==> config.mk <==
export PLATFORM = sky130hd
export DESIGN_NAME = sleep_wake_ext_irq_control
export DESIGN_NICKNAME = d
export VERILOG_FILES = /design/src/sleep_wake_pkg.sv /design/src/sleep_wake_ext_irq_control.sv
export SDC_FILE = /design/constraint.sdc
export NUM_CORES = 1
export LEC_CHECK = 0
export ABC_AREA = 1
export BUFFER_PORTS_ARGS = -buffer_cell sky130_fd_sc_hd__buf_2
export CORE_MARGIN = 2
export CORE_UTILIZATION = 59
export CTS_CLUSTER_DIAMETER = 100
export DETAILED_ROUTE_END_ITERATION = 16
export MAX_ROUTING_LAYER = met4
export PLACE_DENSITY = 0.89
export SYNTH_ARGS = -nofsm -noshare
export SYNTH_HDL_FRONTEND = slang
export SYNTH_SLANG_ARGS = --single-unit
==> constraint.sdc <==
create_clock -name CLK -period 3.4 [get_ports CLK]
set_input_delay 0.34 -clock CLK [delete_from_list [all_inputs] [get_ports CLK]]
set_output_delay 0.34 -clock CLK [all_outputs]
set_load 0.01 [all_outputs]
==> src/sleep_wake_pkg.sv <==
// shared constants and types of the sleep, wake and external interrupt control
package sleep_wake_pkg;
    // register map (byte addresses on the register bus)
    localparam logic [11:0] CTRL_IDX = 12'h035;
    localparam logic [11:0] CTRL_ADDR = CTRL_IDX << 2;
    localparam logic [11:0] IMASK_ADDR = 12'h100;
    localparam logic [11:0] CMPCTL_ADDR = 12'h104;
    localparam logic [11:0] ISTAT_ADDR = 12'h108;
    localparam logic [11:0] ICLR_ADDR = 12'h10c;
    localparam logic [11:0] IEN_ADDR = 12'h110;
    localparam logic [11:0] STATE_ADDR = 12'h114;
    // control register fields
    localparam int SLP_EN_POS = 5;
    localparam int MODE_SEL_POS = 4;
    localparam int ISC1_POS = 1;
    localparam int ISC0_POS = 0;
    localparam logic [7:0] CTRL_RW_MASK = 8'h33;
    localparam logic [7:0] CTRL_RESET = 8'h00;
    localparam int MASK_IRQ_POS = 6;
    localparam int CMP_DIS_POS = 7;
    localparam logic [7:0] IMASK_RESET = 8'h00;
    localparam logic [7:0] CMPCTL_RESET = 8'h00;
    // sense codes
    localparam logic [1:0] SENSE_LOW = 2'h0;
    localparam logic [1:0] SENSE_RSVD = 2'h1;
    localparam logic [1:0] SENSE_FALL = 2'h2;
    localparam logic [1:0] SENSE_RISE = 2'h3;
    // event status bits
    localparam int EV_WAKE = 0;
    localparam int EV_WDOG = 1;
    localparam int EV_EXT = 2;
    localparam int EV_N = 3;
    // time-out in clock cycles
    localparam int TOUT_CYC = 16;
    localparam logic [15:0] TOUT_RESET = 16'h0000;

    typedef enum logic [4:0] {
        ST_HOLD  = 5'h01,
        ST_RUN   = 5'h02,
        ST_IDLE  = 5'h04,
        ST_PDOWN = 5'h08,
        ST_WAKE  = 5'h10
    } pstate_t;

    typedef struct packed {
        logic        psel;
        logic        penable;
        logic        pwrite;
        logic [11:0] paddr;
        logic [31:0] pwdata;
    } apb_req_t;

    typedef struct packed {
        logic        pready;
        logic        pslverr;
        logic [31:0] prdata;
    } apb_rsp_t;
endpackage

==> src/sleep_wake_ext_irq_control.sv <==
// sleep, wake-up, reset delay and external interrupt sense control
// Functional notes
// - low reset pin resets the block asynchronously, clock not needed.
// - after reset release the delay timer runs, then processor released.
// - watchdog pulse resets; timer counts from its falling edge.
// - control register resets to zero; bits 7,6,3,2 read zero.
// - sleep request enters sleep only when sleep enable is one.
// - mode select zero gives idle, one gives power-down.
// - sense field picks low level, reserved, falling or rising edge.
// - interrupt taken only with global enable and mask bit set.
// - pin sampled before edge detection; pulses over one clock seen.
// - low level requests while pin stays low at instruction end.
// - enabled interrupt wakes sleep; registers are kept.
// - any reset during sleep wakes to the reset vector.
// - idle keeps timers and interrupts; any interrupt wakes at once.
// - power-down stops oscillator; only resets or level irq wake.
// - power-down level wake needs low longer than the time-out.
// - comparator disable powers comparator down; its irq cannot wake.
`timescale 1ns/1ps
module sleep_wake_ext_irq_control #(
    parameter int TOUT = sleep_wake_pkg::TOUT_CYC
) (
    // clock and reset
    input wire logic CLK,
    input wire logic ARST_N,
    // register bus
    input wire sleep_wake_pkg::apb_req_t APB_REQ,
    output sleep_wake_pkg::apb_rsp_t APB_RSP,
    // core side
    input wire logic SLEEP_REQ,
    input wire logic INSN_DONE,
    input wire logic GLOBAL_IE,
    input wire logic WDOG_PULSE,
    input wire logic TIMER_IRQ,
    input wire logic CMP_IRQ,
    input wire logic EXT_IRQ_PIN,
    output logic CPU_RUN,
    output logic OSC_EN,
    output logic RESET_VECTOR,
    output logic EXT_IRQ_REQ,
    output logic CMP_POWER,
    output logic IRQ
);
    import sleep_wake_pkg::*;

    logic [7:0] ctrl_q;
    logic [7:0] imask_q;
    logic [7:0] cmpctl_q;
    logic [EV_N-1:0] ist_q;
    logic [EV_N-1:0] ien_q;
    pstate_t st_q;
    pstate_t st_d;
    logic [15:0] tout_q;
    logic wd_q;
    logic pin_s1_q;
    logic pin_s2_q;
    logic pin_prev_q;
    logic ext_req_q;
    logic [15:0] low_cnt_q;
    logic [31:0] prdata_q;
    logic pready_q;
    logic cpu_run_q;
    logic rstvec_q;
    logic irq_q;

    wire apb_wr = APB_REQ.psel && APB_REQ.penable && APB_REQ.pwrite && pready_q;
    wire apb_rd = APB_REQ.psel && APB_REQ.penable && !APB_REQ.pwrite && pready_q;
    wire [1:0] sense = {ctrl_q[ISC1_POS], ctrl_q[ISC0_POS]};
    wire wd_fall = wd_q && !WDOG_PULSE;
    wire ext_en = GLOBAL_IE && imask_q[MASK_IRQ_POS];
    wire low_wake = (low_cnt_q >= 16'(TOUT));
    wire cmp_wake = CMP_IRQ && !cmpctl_q[CMP_DIS_POS];

    function automatic logic hit(input logic [11:0] a, input logic [11:0] r);
        hit = (a == r);
    endfunction

    // two-flop sample of the pin, edges seen only after the second
    always_ff @(posedge CLK or negedge ARST_N) begin
        if (!ARST_N) begin
            pin_s1_q <= 1'b1;
            pin_s2_q <= 1'b1;
            pin_prev_q <= 1'b1;
        end else begin
            pin_s1_q <= EXT_IRQ_PIN;
            pin_s2_q <= pin_s1_q;
            pin_prev_q <= pin_s2_q;
        end
    end

    // request generation per sense code
    always_ff @(posedge CLK or negedge ARST_N) begin
        if (!ARST_N) begin
            ext_req_q <= 1'b0;
        end else begin
            unique case (sense)
                SENSE_LOW: ext_req_q <= !pin_s2_q && INSN_DONE;
                SENSE_RSVD: ext_req_q <= 1'b0;
                SENSE_FALL: ext_req_q <= pin_prev_q && !pin_s2_q;
                SENSE_RISE: ext_req_q <= !pin_prev_q && pin_s2_q;
            endcase
        end
    end

    // low-level duration for power-down wake
    always_ff @(posedge CLK or negedge ARST_N) begin
        if (!ARST_N) begin
            low_cnt_q <= 16'h0000;
        end else if (pin_s2_q || sense != SENSE_LOW) begin
            low_cnt_q <= 16'h0000;
        end else if (!low_wake) begin
            low_cnt_q <= low_cnt_q + 16'h0001;
        end
    end

    // watchdog pulse edge tracking
    always_ff @(posedge CLK or negedge ARST_N) begin
        if (!ARST_N) begin
            wd_q <= 1'b0;
        end else begin
            wd_q <= WDOG_PULSE;
        end
    end

    // reset delay timer, restarted while watchdog pulse is high
    always_ff @(posedge CLK or negedge ARST_N) begin
        if (!ARST_N) begin
            tout_q <= TOUT_RESET;
        end else if (WDOG_PULSE) begin
            tout_q <= TOUT_RESET;
        end else if (st_q == ST_HOLD && tout_q != 16'(TOUT)) begin
            tout_q <= tout_q + 16'h0001;
        end
    end

    // power state sequencing
    always_comb begin
        st_d = st_q;
        unique case (st_q)
            ST_HOLD: if (tout_q == 16'(TOUT) && !WDOG_PULSE) st_d = ST_RUN;
            ST_RUN: begin
                if (SLEEP_REQ && ctrl_q[SLP_EN_POS]) begin
                    st_d = ctrl_q[MODE_SEL_POS] ? ST_PDOWN : ST_IDLE;
                end
            end
            ST_IDLE: begin
                if ((ext_req_q && ext_en) || TIMER_IRQ || cmp_wake) begin
                    st_d = ST_WAKE;
                end
            end
            ST_PDOWN: if (low_wake && ext_en) st_d = ST_WAKE;
            ST_WAKE: st_d = ST_RUN;
            default: st_d = ST_HOLD;
        endcase
        if (WDOG_PULSE) st_d = ST_HOLD;
    end

    always_ff @(posedge CLK or negedge ARST_N) begin
        if (!ARST_N) begin
            st_q <= ST_HOLD;
        end else begin
            st_q <= st_d;
        end
    end

    // core facing outputs
    always_ff @(posedge CLK or negedge ARST_N) begin
        if (!ARST_N) begin
            cpu_run_q <= 1'b0;
            rstvec_q <= 1'b1;
        end else begin
            cpu_run_q <= (st_d == ST_RUN) || (st_d == ST_WAKE);
            // reset vector held until the processor has been released
            rstvec_q <= (st_d == ST_HOLD);
        end
    end

    always_ff @(posedge CLK or negedge ARST_N) begin
        if (!ARST_N) begin
            OSC_EN <= 1'b1;
            EXT_IRQ_REQ <= 1'b0;
            CMP_POWER <= 1'b1;
        end else begin
            OSC_EN <= (st_d != ST_PDOWN);
            EXT_IRQ_REQ <= ext_req_q && ext_en;
            CMP_POWER <= !cmpctl_q[CMP_DIS_POS];
        end
    end

    // control, mask and comparator registers
    always_ff @(posedge CLK or negedge ARST_N) begin
        if (!ARST_N) begin
            ctrl_q <= CTRL_RESET;
            imask_q <= IMASK_RESET;
            cmpctl_q <= CMPCTL_RESET;
            ien_q <= '0;
        end else if (apb_wr) begin
            if (hit(APB_REQ.paddr, CTRL_ADDR)) begin
                ctrl_q <= APB_REQ.pwdata[7:0] & CTRL_RW_MASK;
            end
            if (hit(APB_REQ.paddr, IMASK_ADDR)) imask_q <= APB_REQ.pwdata[7:0];
            if (hit(APB_REQ.paddr, CMPCTL_ADDR)) cmpctl_q <= APB_REQ.pwdata[7:0];
            if (hit(APB_REQ.paddr, IEN_ADDR)) ien_q <= APB_REQ.pwdata[EV_N-1:0];
        end
    end

    // sticky events; a new event beats a clear in the same cycle
    always_ff @(posedge CLK or negedge ARST_N) begin
        if (!ARST_N) begin
            ist_q <= '0;
        end else begin
            logic [EV_N-1:0] set_v;
            logic [EV_N-1:0] clr_v;
            set_v = '0;
            set_v[EV_WAKE] = (st_q == ST_WAKE);
            set_v[EV_WDOG] = wd_fall;
            set_v[EV_EXT] = ext_req_q && ext_en;
            clr_v = (apb_wr && hit(APB_REQ.paddr, ICLR_ADDR)) ?
                APB_REQ.pwdata[EV_N-1:0] : '0;
            ist_q <= (ist_q & ~clr_v) | set_v;
        end
    end

    always_ff @(posedge CLK or negedge ARST_N) begin
        if (!ARST_N) begin
            irq_q <= 1'b0;
        end else begin
            irq_q <= |(ist_q & ien_q);
        end
    end

    // bus slave: one wait state so read data comes from a flop
    always_ff @(posedge CLK or negedge ARST_N) begin
        if (!ARST_N) begin
            pready_q <= 1'b0;
            prdata_q <= 32'h00000000;
        end else begin
            pready_q <= APB_REQ.psel && APB_REQ.penable && !pready_q;
            if (APB_REQ.psel && !APB_REQ.pwrite) begin
                unique case (APB_REQ.paddr)
                    CTRL_ADDR: prdata_q <= {24'h000000, ctrl_q & CTRL_RW_MASK};
                    IMASK_ADDR: prdata_q <= {24'h000000, imask_q};
                    CMPCTL_ADDR: prdata_q <= {24'h000000, cmpctl_q};
                    ISTAT_ADDR: prdata_q <= {29'h00000000, ist_q};
                    IEN_ADDR: prdata_q <= {29'h00000000, ien_q};
                    STATE_ADDR: prdata_q <= {27'h0000000, st_q};
                    default: prdata_q <= 32'h00000000;
                endcase
            end
        end
    end

    assign APB_RSP.pready = pready_q;
    assign APB_RSP.pslverr = 1'b0;
    assign APB_RSP.prdata = prdata_q;
    assign CPU_RUN = cpu_run_q;
    assign RESET_VECTOR = rstvec_q;
    assign IRQ = irq_q;
endmodule // sleep_wake_ext_irq_control

==> impl_metrics.yaml, run 1 <==
status:
  status: "complete, no violations"
sta:
  final_hold_viol_count: 0
  fin_setup_tns_ps: 0
  maxSlewViolCount: 0
  tightest_slew_ps: 1030
  max_slew_margin_pct: 31.4
  finalCriticalPeriod_ps: 1880
  rsz0062_at_grt: "no"
  fin_worst_skew_ps: 14.5
  worst_slack_ps: 1520
  min_period_over_period_pct: 55.2
  final-setup-viol-count: 0
  fmax_mhz: 533
pwr:
  power_leakage_nw: 2.44
  pwr-share-comb_pct: 5.8
  switching_share_pct: 25.5
  total_power_mw: 1.84
  p_seq_share_pct: 54.6
  switching_power_mw: 0.469
  max-vdd-ir-drop_mv: 0.204
  clkPwrFrac_pct: 39.5
  powerDensity_nw_per_um2: 390
  p_int_mw: 1.37
placed_design:
  gp_congestion: 0.907
  pre_cts_ws_ps: 1440
  dpl.hpwl_mm: 7.01
  port_buffers: 46
  place_area_um2: 4530
yosys:
  synth.area.top_cells: "dfrtp_1 (44%), nand2_1 (12%), nand3_1 (6.4%)"
  synth_cells: 553
  ys_ff_latch: 83
  synth_top_cell_by_area: "dfrtp_1"
  syn_avg_cell_area_um2: 7.83
  yosysWarningCount: 0
  synth_top_area_share_pct: 43.9
  syn_area_um2: 4330
  ys_types: 34
  yosysSeqAreaShare_pct: 48.2
cts:
  cts_resized: 0
  clkSinkCount: 83
  cts.reportedPaths.clkPinSlew_ps: 90
  cts_setup_buffers: 0
  clockRootBuffer: "clkbuf_8"
  cts_buffers: 9
  cts-hold-fix-buffers: 0
  h-tree-depth: 3
  insertion_delay_ps: 370
  cts_buffer_depth: 2
  cts_tree: "yes"
setup_path:
  cp.required_ps: 3690
  slowest_stage: "dfrtp_1"
  critPathBufInv: 2
  cp_max_fo: 16
  crit_chain: "inv_1 > ha_1 > nand4_1 > nor2_1 > nand2_1 > nand2_1 > nand2_2 > inv_2 > nand2_1 > o21ai_1"
  critical_path_class: "flip-flop to flip-flop"
  crit_family: "simple AND/OR/NAND/NOR gates"
  critPathMostFrequentCell: "nand2_1"
  startpoint_type: "flip-flop"
  crit_cells: 10
  worstSetupEndpointType: "flip-flop"
  crit_arrival_ps: 2160
  ff2ff_path_depth: 10
  cpPeakStageDelay_ps: 460
die:
  start_util_pct: 60.3
  fp.dieW_um: 89.6
  chipHeight_um: 89.6
  ioPinCount: 96
  core_area_um2: 7180
  core.rowCount: 31
  dieArea_um2: 8040
routing:
  wl_per_cell_um: 13.7
  drt.antenna.violating_nets: 0
  totalWireLength_mm: 9.62
  route.vias.total: 3729
  initialDrtViolationCount: 305
  drt_pass1_iterations: 5
  drc: 0
  viasPerCell: 5.30
worst_hold_path:
  min_path_cells: 1
  hold_class: "primary input to flip-flop"
global_routing:
  grt_max_degree: 84
  grt_antenna_before_repair: 0
  overflow: 0
  grt_pass1_wl_mm: 15.5
  grt.total_usage_pct: 26.4
  grt_pass1_vias: 3468
final_layout:
  fillers: 618
  drive_gt1_share_pct: 15.2
  mostFrequentLayoutCells: "nand2_1 (143), dfrtp_1 (76), inv_1 (65)"
  layout.nets: 660
  final_common_cell: "nand2_1"
  area.growth.synth_to_final_pct: 9.22
  final_area_um2: 4730
  num_antenna_cells: 0
flow_run:
  cap_violations: 0
## power groups by stage
stage,Sequential [mW],Clock (mW),Combinational (mW)
after floorplan,1.02,0,0.0768
after global placement,1.02,0,0.104
after detailed placement,1.03,0,0.107
after CTS,1.01,0.738,0.108
after global routing,1.01,0.784,0.125
final,1.01,0.728,0.108
## final cells by class
type / count / area (um^2) / area share [%]
clock inverters: 6 / 72.6 / 1.54
clock buffers: 10 / 128 / 2.70
multi-input cells: 389 / 1820 / 38.5
flip-flops and latches: 83 / 2090 / 44.1
repair buffers: 46 / 233 / 4.92
well taps: 99 / 124 / 2.62
inverters: 71 / 267 / 5.64
## sequential cells by signal, indices dropped and copies added, names as in the netlist, 4 cells and up
name / flops
ctrl_q: 4
imask_q: 8
cmpctl_q: 8
tout_q: 16
low_cnt_q: 16
prdata_q: 8
st_q: 5
## path summary, 6_finish.rpt
kind,startpoint,to,slack [ps]
hold reg to reg,pin_s1_q$_DFF_PN1_,pin_s2_q$_DFF_PN1_,360
setup reg to reg,tout_q[0]$_DFFE_PN0P_,tout_q[13]$_DFFE_PN0P_,1520
min in group asynchronous,ARST_N,EXT_IRQ_REQ$_DFF_PN0_,130
hold / removal,EXT_IRQ_PIN,pin_s1_q$_DFF_PN1_,70
max in group asynchronous,ARST_N,tout_q[14]$_DFFE_PN0P_,2590
setup / recovery,tout_q[0]$_DFFE_PN0P_,tout_q[13]$_DFFE_PN0P_,1520
## cell usage after synthesis
cell type,number
buf_2,3
a31oi_1,1
o211ai_1,2
o21ai_1,10
a21oi_1,3
xnor2_1,1
xor2_1,3
dfrtp_1,76
nand3_2,1
nor3_1,10
o21ai_2,8
nor2_2,3
nand3_1,55
dfstp_2,7
conb_1,1
buf_4,27
ha_1,4
clkinv_1,2
nand2_4,1
nand2_1,143
inv_1,65
nor3_2,3
nor3_4,1
nor2_1,59
or2_2,1
clkbuf_1,2
o21ai_0,32
buf_6,2
o21a_1,1
nand4_1,18
nand2_2,2
inv_2,4
and3_1,1
o31ai_1,1
## worst reg2reg max path: stages (launching register included)
cell and delay, ps:
dfrtp_1 460, inv_1 140, ha_1 160, nand4_1 100, nor2_1 150, nand2_1 80, nand2_1 100, nand2_2 160
inv_2 270, nand2_1 90, o21ai_1 80
## per-layer routing
metal	vias to the layer above	GRT usage (%)	part of all wire, %
met2	139	42.8	50
met3	28	4.30	5.2
met1	1747	30.8	41
met5	-	-	0
met4	0	15.9	3.5
li1	1815	-	-
## kinds of logic after synthesis
| kind of cell | after synthesis | synth area share (%) |
|---|---|---|
| other | 1 | 0.0866 |
| flip-flops | 83 | 48.2 |
| XOR/XNOR | 4 | 0.810 |
| AO/OA/AOI/OAI | 58 | 7.66 |
| buffers and inverters | 105 | 11.9 |
| adder cells (fa/ha/maj) | 4 | 1.16 |
| AND/OR/NAND/NOR | 298 | 30.2 |
## per-stage QoR
| step | utilization, % | std cells | hold WS (ps) |
|---|---|---|---|
| after floorplan | - | 577 | 44.4 |
| after global placement | 63.1 | 688 | 345 |
| after detailed placement | 63.1 | 688 | 347 |
| after CTS | 65.9 | 704 | 56.0 |
| after global routing | 65.9 | 704 | 47.6 |
| final | 65.9 | 704 | 65.8 |
Power figures use the tool's default switching activity.
==> run 2, diff against run 1 <==
- CORE_UTILIZATION: 59 -> 54
- PLACE_DENSITY: 0.89 -> 0.83
- clock period: 3.4 -> 1.8 ns (I/O delays scaled with it)
==> run 2 against run 1 <==
  * Wire length decreased by 6.0%
  * Largest cell class unchanged
  * Total power increased by 90%
  * Critical endpoint is now tout_q[9]$_DFFE_PN0P_
  * Global-route usage decreased by 3.6 points
  * Critical path depth unchanged
  * Sequential share of layout area decreased by 0.98 points
==> impl_metrics.yaml, run 2 (synthesis results as in run 1) <==
status:
  status: "complete, no violations"
sta:
  finalCriticalPeriod_ps: 1610
  final_hold_viol_count: 0
  fin_setup_tns_ps: 0
  fmax_mhz: 619
  max_slew_margin_pct: 61.4
  min_period_over_period_pct: 89.7
  maxSlewViolCount: 0
  fin_worst_skew_ps: 15.7
  rsz0062_at_grt: "no"
  final-setup-viol-count: 0
  tightest_slew_ps: 577
pwr:
  powerDensity_nw_per_um2: 726
  total_power_mw: 3.51
  max-vdd-ir-drop_mv: 0.323
  power_leakage_nw: 2.49
global_routing:
  grt_pass1_wl_mm: 15.1
  grt_pass1_vias: 3269
  overflow: 0
  grt_max_degree: 35
  grt_antenna_before_repair: 0
  grt.total_usage_pct: 22.8
worst_hold_path:
  hold_class: "primary input to flip-flop"
  hold_start: "APB_REQ[45]"
setup_path:
  timing.rr.start: "tout_q[1]$_DFFE_PN0P_"
  critPathBufInv: 2
  worstSetupEndpointType: "flip-flop"
  critPathMostFrequentCell: "nand2_1"
  cp_max_fo: 6
  crit_arrival_ps: 1840
  cpPeakStageDelay_ps: 410
  cp.required_ps: 2030
  crit_family: "simple AND/OR/NAND/NOR gates"
  cp-startpoint: "tout_q[1]$_DFFE_PN0P_"
  critical_path_class: "flip-flop to flip-flop"
  slowest_stage: "dfrtp_1"
  crit_chain: "inv_1 > ha_1 > nand4_1 > nor2_1 > nand2_1 > nand2_1 > nand2_2 > buf_4 > nand2_1 > o21ai_1"
  startpoint_type: "flip-flop"
placed_design:
  port_buffers: 46
  place_area_um2: 4600
  gp_congestion: 0.911
  placed_cells: 699
  dpl.hpwl_mm: 6.80
routing:
  totalWireLength_mm: 9.04
  drt.antenna.violating_nets: 0
  wl_per_cell_um: 12.6
  drt_pass1_iterations: 4
  viasPerCell: 5.06
  route.vias.total: 3628
  initialDrtViolationCount: 216
  drc: 0
die:
  start_util_pct: 56.0
  chipHeight_um: 93.5
  fp.dieW_um: 93.5
  dieArea_um2: 8750
  core.rowCount: 32
  ioPinCount: 96
  core_area_um2: 7730
cts:
  cts_tree: "yes"
  clkSinkCount: 83
  cts.reportedPaths.clkPinSlew_ps: 100
  cts_buffers: 9
  clockRootBuffer: "clkbuf_8"
  insertion_delay_ps: 360
  cts_setup_buffers: 0
  cts_buffer_depth: 2
  h-tree-depth: 3
final_layout:
  reg_top3: "low_cnt_q x16, tout_q x16"
  fin_cells: 717
  drive_gt1_share_pct: 16.4
  layout.nets: 670
  area.growth.synth_to_final_pct: 11.7
  final_area_um2: 4830
  final_common_cell: "nand2_1"
  mostFrequentLayoutCells: "nand2_1 (143), dfrtp_1 (76), inv_1 (65)"
  num_antenna_cells: 0
flow_run:
  cap_violations: 0
[run 2: cell types whose count changed in the layout (fill, tap and decap cells not counted), sizes merged]
cell | before | now
buf | 46 | 54
clkinv | 4 | 2
dlygate4sd3 | 0 | 2
clkinvlp | 1 | 2
inv | 71 | 72
[run 2: worst register-to-register path, delay by kind of cell, from the launching register on]
family | cells | cell delay, ps
compound gates | 1 | 60
simple gates | 6 | 630
buf+inv | 2 | 260
fa+ha+maj | 1 | 150
flops | 1 | 410
[run 2: worst paths after layout]
| path | end | slack [ps] | depth (start not counted) |
|---|---|---|---|
| min reg2reg | pin_s2_q$_DFF_PN1_ | 360 | 0 |
| max reg2reg | tout_q[9]$_DFFE_PN0P_ | 190 | 10 |
| min | pready_q$_DFF_PN0_ | 30 | 3 |
| max | tout_q[9]$_DFFE_PN0P_ | 190 | 10 |
| min in group asynchronous | ist_q[1]$_DFF_PN0_ | 310 | 2 |
| max in group asynchronous | low_cnt_q[0]$_DFFE_PN0P_ | 880 | 3 |
[run 2: cell type report]
| class | instances | area [um^2] |
|---|---|---|
| clock inverters | 6 | 71.3 |
| multi-input cells | 389 | 1820 |
| inverters | 71 | 269 |
| fillers | 679 | 2890 |
| well taps | 102 | 128 |
| flip-flops and latches | 83 | 2090 |
| repair buffers | 56 | 325 |
| clock buffers | 10 | 138 |
[run 2: layer usage]
| metal | routed length (um) | global-route usage (%) | up-vias | share of wire (%) |
|---|---|---|---|---|
| met5 | 0 | - | - | 0 |
| met4 | 218 | 9.07 | 0 | 2.4 |
| met3 | 395 | 3.38 | 19 | 4.4 |
| met2 | 4410 | 36.2 | 107 | 49 |
| met1 | 4020 | 29.6 | 1671 | 44 |
| li1 | - | - | 1831 | - |
[run 2: where the power goes]
group	total (mW)	switching (mW)	leakage, nW	internal (mW)
Combinational	0.223	0.156	1.27	0.0666
Sequential	1.90	0.0134	1.12	1.88
Clock	1.39	0.694	0.0999	0.694
[run 2: through the flow]
step / hold WS, ps / worst slack, ps / utilization (%)
finish: 33.0 / 186 / 62.6
global route: 44.6 / 13.9 / 62.6
CTS: 22.7 / 145 / 62.5
detailed placement: 157 / 155 / 59.6
global placement: 151 / 251 / 59.6
floorplan: -116 / 336 / -
[run 2: repair_timing]
item                                    CTS  global route
endpoints found under the setup margin    0             8
hold endpoints to repair                 28             0
hold buffers                              2             0
resized for setup                         0             3
==> run 3, diff against run 2 <==
- BUFFER_PORTS_ARGS: -buffer_cell sky130_fd_sc_hd__buf_2 -> -buffer_cell sky130_fd_sc_hd__buf_4
==> run 3 against run 2 <==
  * Critical path depth shrank 1
  * Final area grew 1.5%
  * Total power shrank 4.3%
  * Critical endpoint is now tout_q[1]$_DFFE_PN0P_
  * Largest cell class unchanged
  * Highest routed layer unchanged
==> impl_metrics.yaml, run 3 (synthesis results as in run 1) <==
setup_path:
  slowest_stage: "dfrtp_1"
  cp.required_ps: 2070
  cp_max_fo: 8
  r2r_setup_slack_ps: 150
  crit_cells: 9
  r2r_end: "tout_q[1]$_DFFE_PN0P_"
  timing.rr.start: "tout_q[0]$_DFFE_PN0P_"
  critPathBufInv: 2
  crit_chain: "inv_1 > ha_1 > nand4_1 > nor2_1 > nand2_1 > nand2_1 > nand2_2 > buf_4 > o21ai_0"
  startpoint_type: "flip-flop"
  critPathMostFrequentCell: "nand2_1"
  crit_family: "simple AND/OR/NAND/NOR gates"
  worstSetupEndpointType: "flip-flop"
  cpPeakStageDelay_ps: 380
  ff2ff_path_depth: 9
  critical_path_class: "flip-flop to flip-flop"
  crit_arrival_ps: 1920
cts:
  cts_tree: "yes"
  cts_setup_buffers: 0
  h-tree-depth: 3
  cts_buffer_depth: 2
  cts.reportedPaths.clkPinSlew_ps: 90
  insertion_delay_ps: 360
  clockRootBuffer: "clkbuf_8"
  clkSinkCount: 83
  cts_buffers: 9
placed_design:
  pre_cts_ws_ps: 132
  dpl.hpwl_mm: 7.08
  port_buffers: 46
  gp_congestion: 0.879
final_layout:
  layout.nets: 669
  final_common_cell: "nand2_1"
  reg_top3: "low_cnt_q x16, tout_q x16"
  drive_gt1_share_pct: 16.1
  mostFrequentLayoutCells: "nand2_1 (143), dfrtp_1 (76), inv_1 (65)"
  num_antenna_cells: 0
  area.growth.synth_to_final_pct: 13.4
  fillers: 684
die:
  dieArea_um2: 8750
  start_util_pct: 56.0
  core_area_um2: 7730
  chipHeight_um: 93.5
  core.rowCount: 32
  ioPinCount: 96
  fp.dieW_um: 93.5
global_routing:
  grt.total_usage_pct: 23.6
  grt_max_degree: 41
  grt_pass1_wl_mm: 15.7
  overflow: 0
  grt_pass1_vias: 3458
  grt_antenna_before_repair: 0
routing:
  wl_per_cell_um: 13.2
  viasPerCell: 5.16
  drt.antenna.violating_nets: 0
  drc: 0
  drt_pass1_iterations: 5
  totalWireLength_mm: 9.42
  initialDrtViolationCount: 196
  route.vias.total: 3694
sta:
  final_hold_viol_count: 0
  tightest_slew_ps: 524
  fmax_mhz: 606
  final-setup-viol-count: 0
  whs_ps: 24.3
  worst_slack_ps: 150
  finalCriticalPeriod_ps: 1650
  fin_worst_skew_ps: 11.1
  maxSlewViolCount: 0
  rsz0062_at_grt: "no"
  fin_setup_tns_ps: 0
  max_slew_margin_pct: 64.9
  min_period_over_period_pct: 91.6
worst_hold_path:
  min_path_cells: 1
  hold_class: "primary input to flip-flop"
  hold_start: "WDOG_PULSE"
  min_to: "wd_q$_DFF_PN0_"
status:
  status: "complete, no violations"
pwr:
  max-vdd-ir-drop_mv: 0.388
  powerDensity_nw_per_um2: 684
  power_leakage_nw: 2.49
flow_run:
  cap_violations: 0
==> run 3: per-stage QoR <==
step	total power, mW	cells	util (%)	cell area [um^2]
after global routing	3.51	716	63.5	4910
after CTS	3.39	716	63.5	4900
after global placement	2.16	698	60.9	4710
after detailed placement	2.17	698	60.9	4710
final	3.36	716	63.5	4910
after floorplan	2.08	577	-	4420
==> run 3: per-layer routing <==
metal	vias up	part of all wire, %	global-route usage, %
li1	1826	-	-
met1	1729	43	28.7
met2	113	50	39.0
met3	26	5.0	4.92
met4	0	2.4	9.07
met5	-	0	-
==> run 3: worst max-delay path by stage <==
| stage | slack (ps) | endpoint | start |
|---|---|---|---|
| finish | 150 | tout_q[1]$_DFFE_PN0P_ | tout_q[0]$_DFFE_PN0P_ |
| CTS | 110 | tout_q[3]$_DFFE_PN0P_ | tout_q[0]$_DFFE_PN0P_ |
| detailed placement | 130 | tout_q[3]$_DFFE_PN0P_ | tout_q[0]$_DFFE_PN0P_ |
| global placement | 200 | tout_q[3]$_DFFE_PN0P_ | tout_q[0]$_DFFE_PN0P_ |
| floorplan | 340 | tout_q[11]$_DFFE_PN0P_ | tout_q[0]$_DFFE_PN0P_ |
| global route | 5 | tout_q[10]$_DFFE_PN0P_ | tout_q[0]$_DFFE_PN0P_ |
==> run 3: cell type report <==
class	instances	area, um^2	area share (%)
Tap cell	102	128	2.60
Clock buffer	10	128	2.60
Multi-Input combinational cell	389	1820	37.0
Inverter	71	269	5.48
Timing Repair Buffer	55	430	8.77
Sequential cell	83	2090	42.5
Clock inverter	6	48.8	0.994
==> run 3: timing repair <==
action	CTS	global route
hold buffers	2	0
gates resized for setup	0	2
endpoints found under the setup margin	0	9
hold endpoints to repair	34	0
==> run 3: where the power goes <==
part           leakage (nW)  switching (mW)  internal [mW]
registers              1.12          0.0138           1.88
clock network        0.0799           0.702          0.516
logic                  1.30           0.157         0.0854
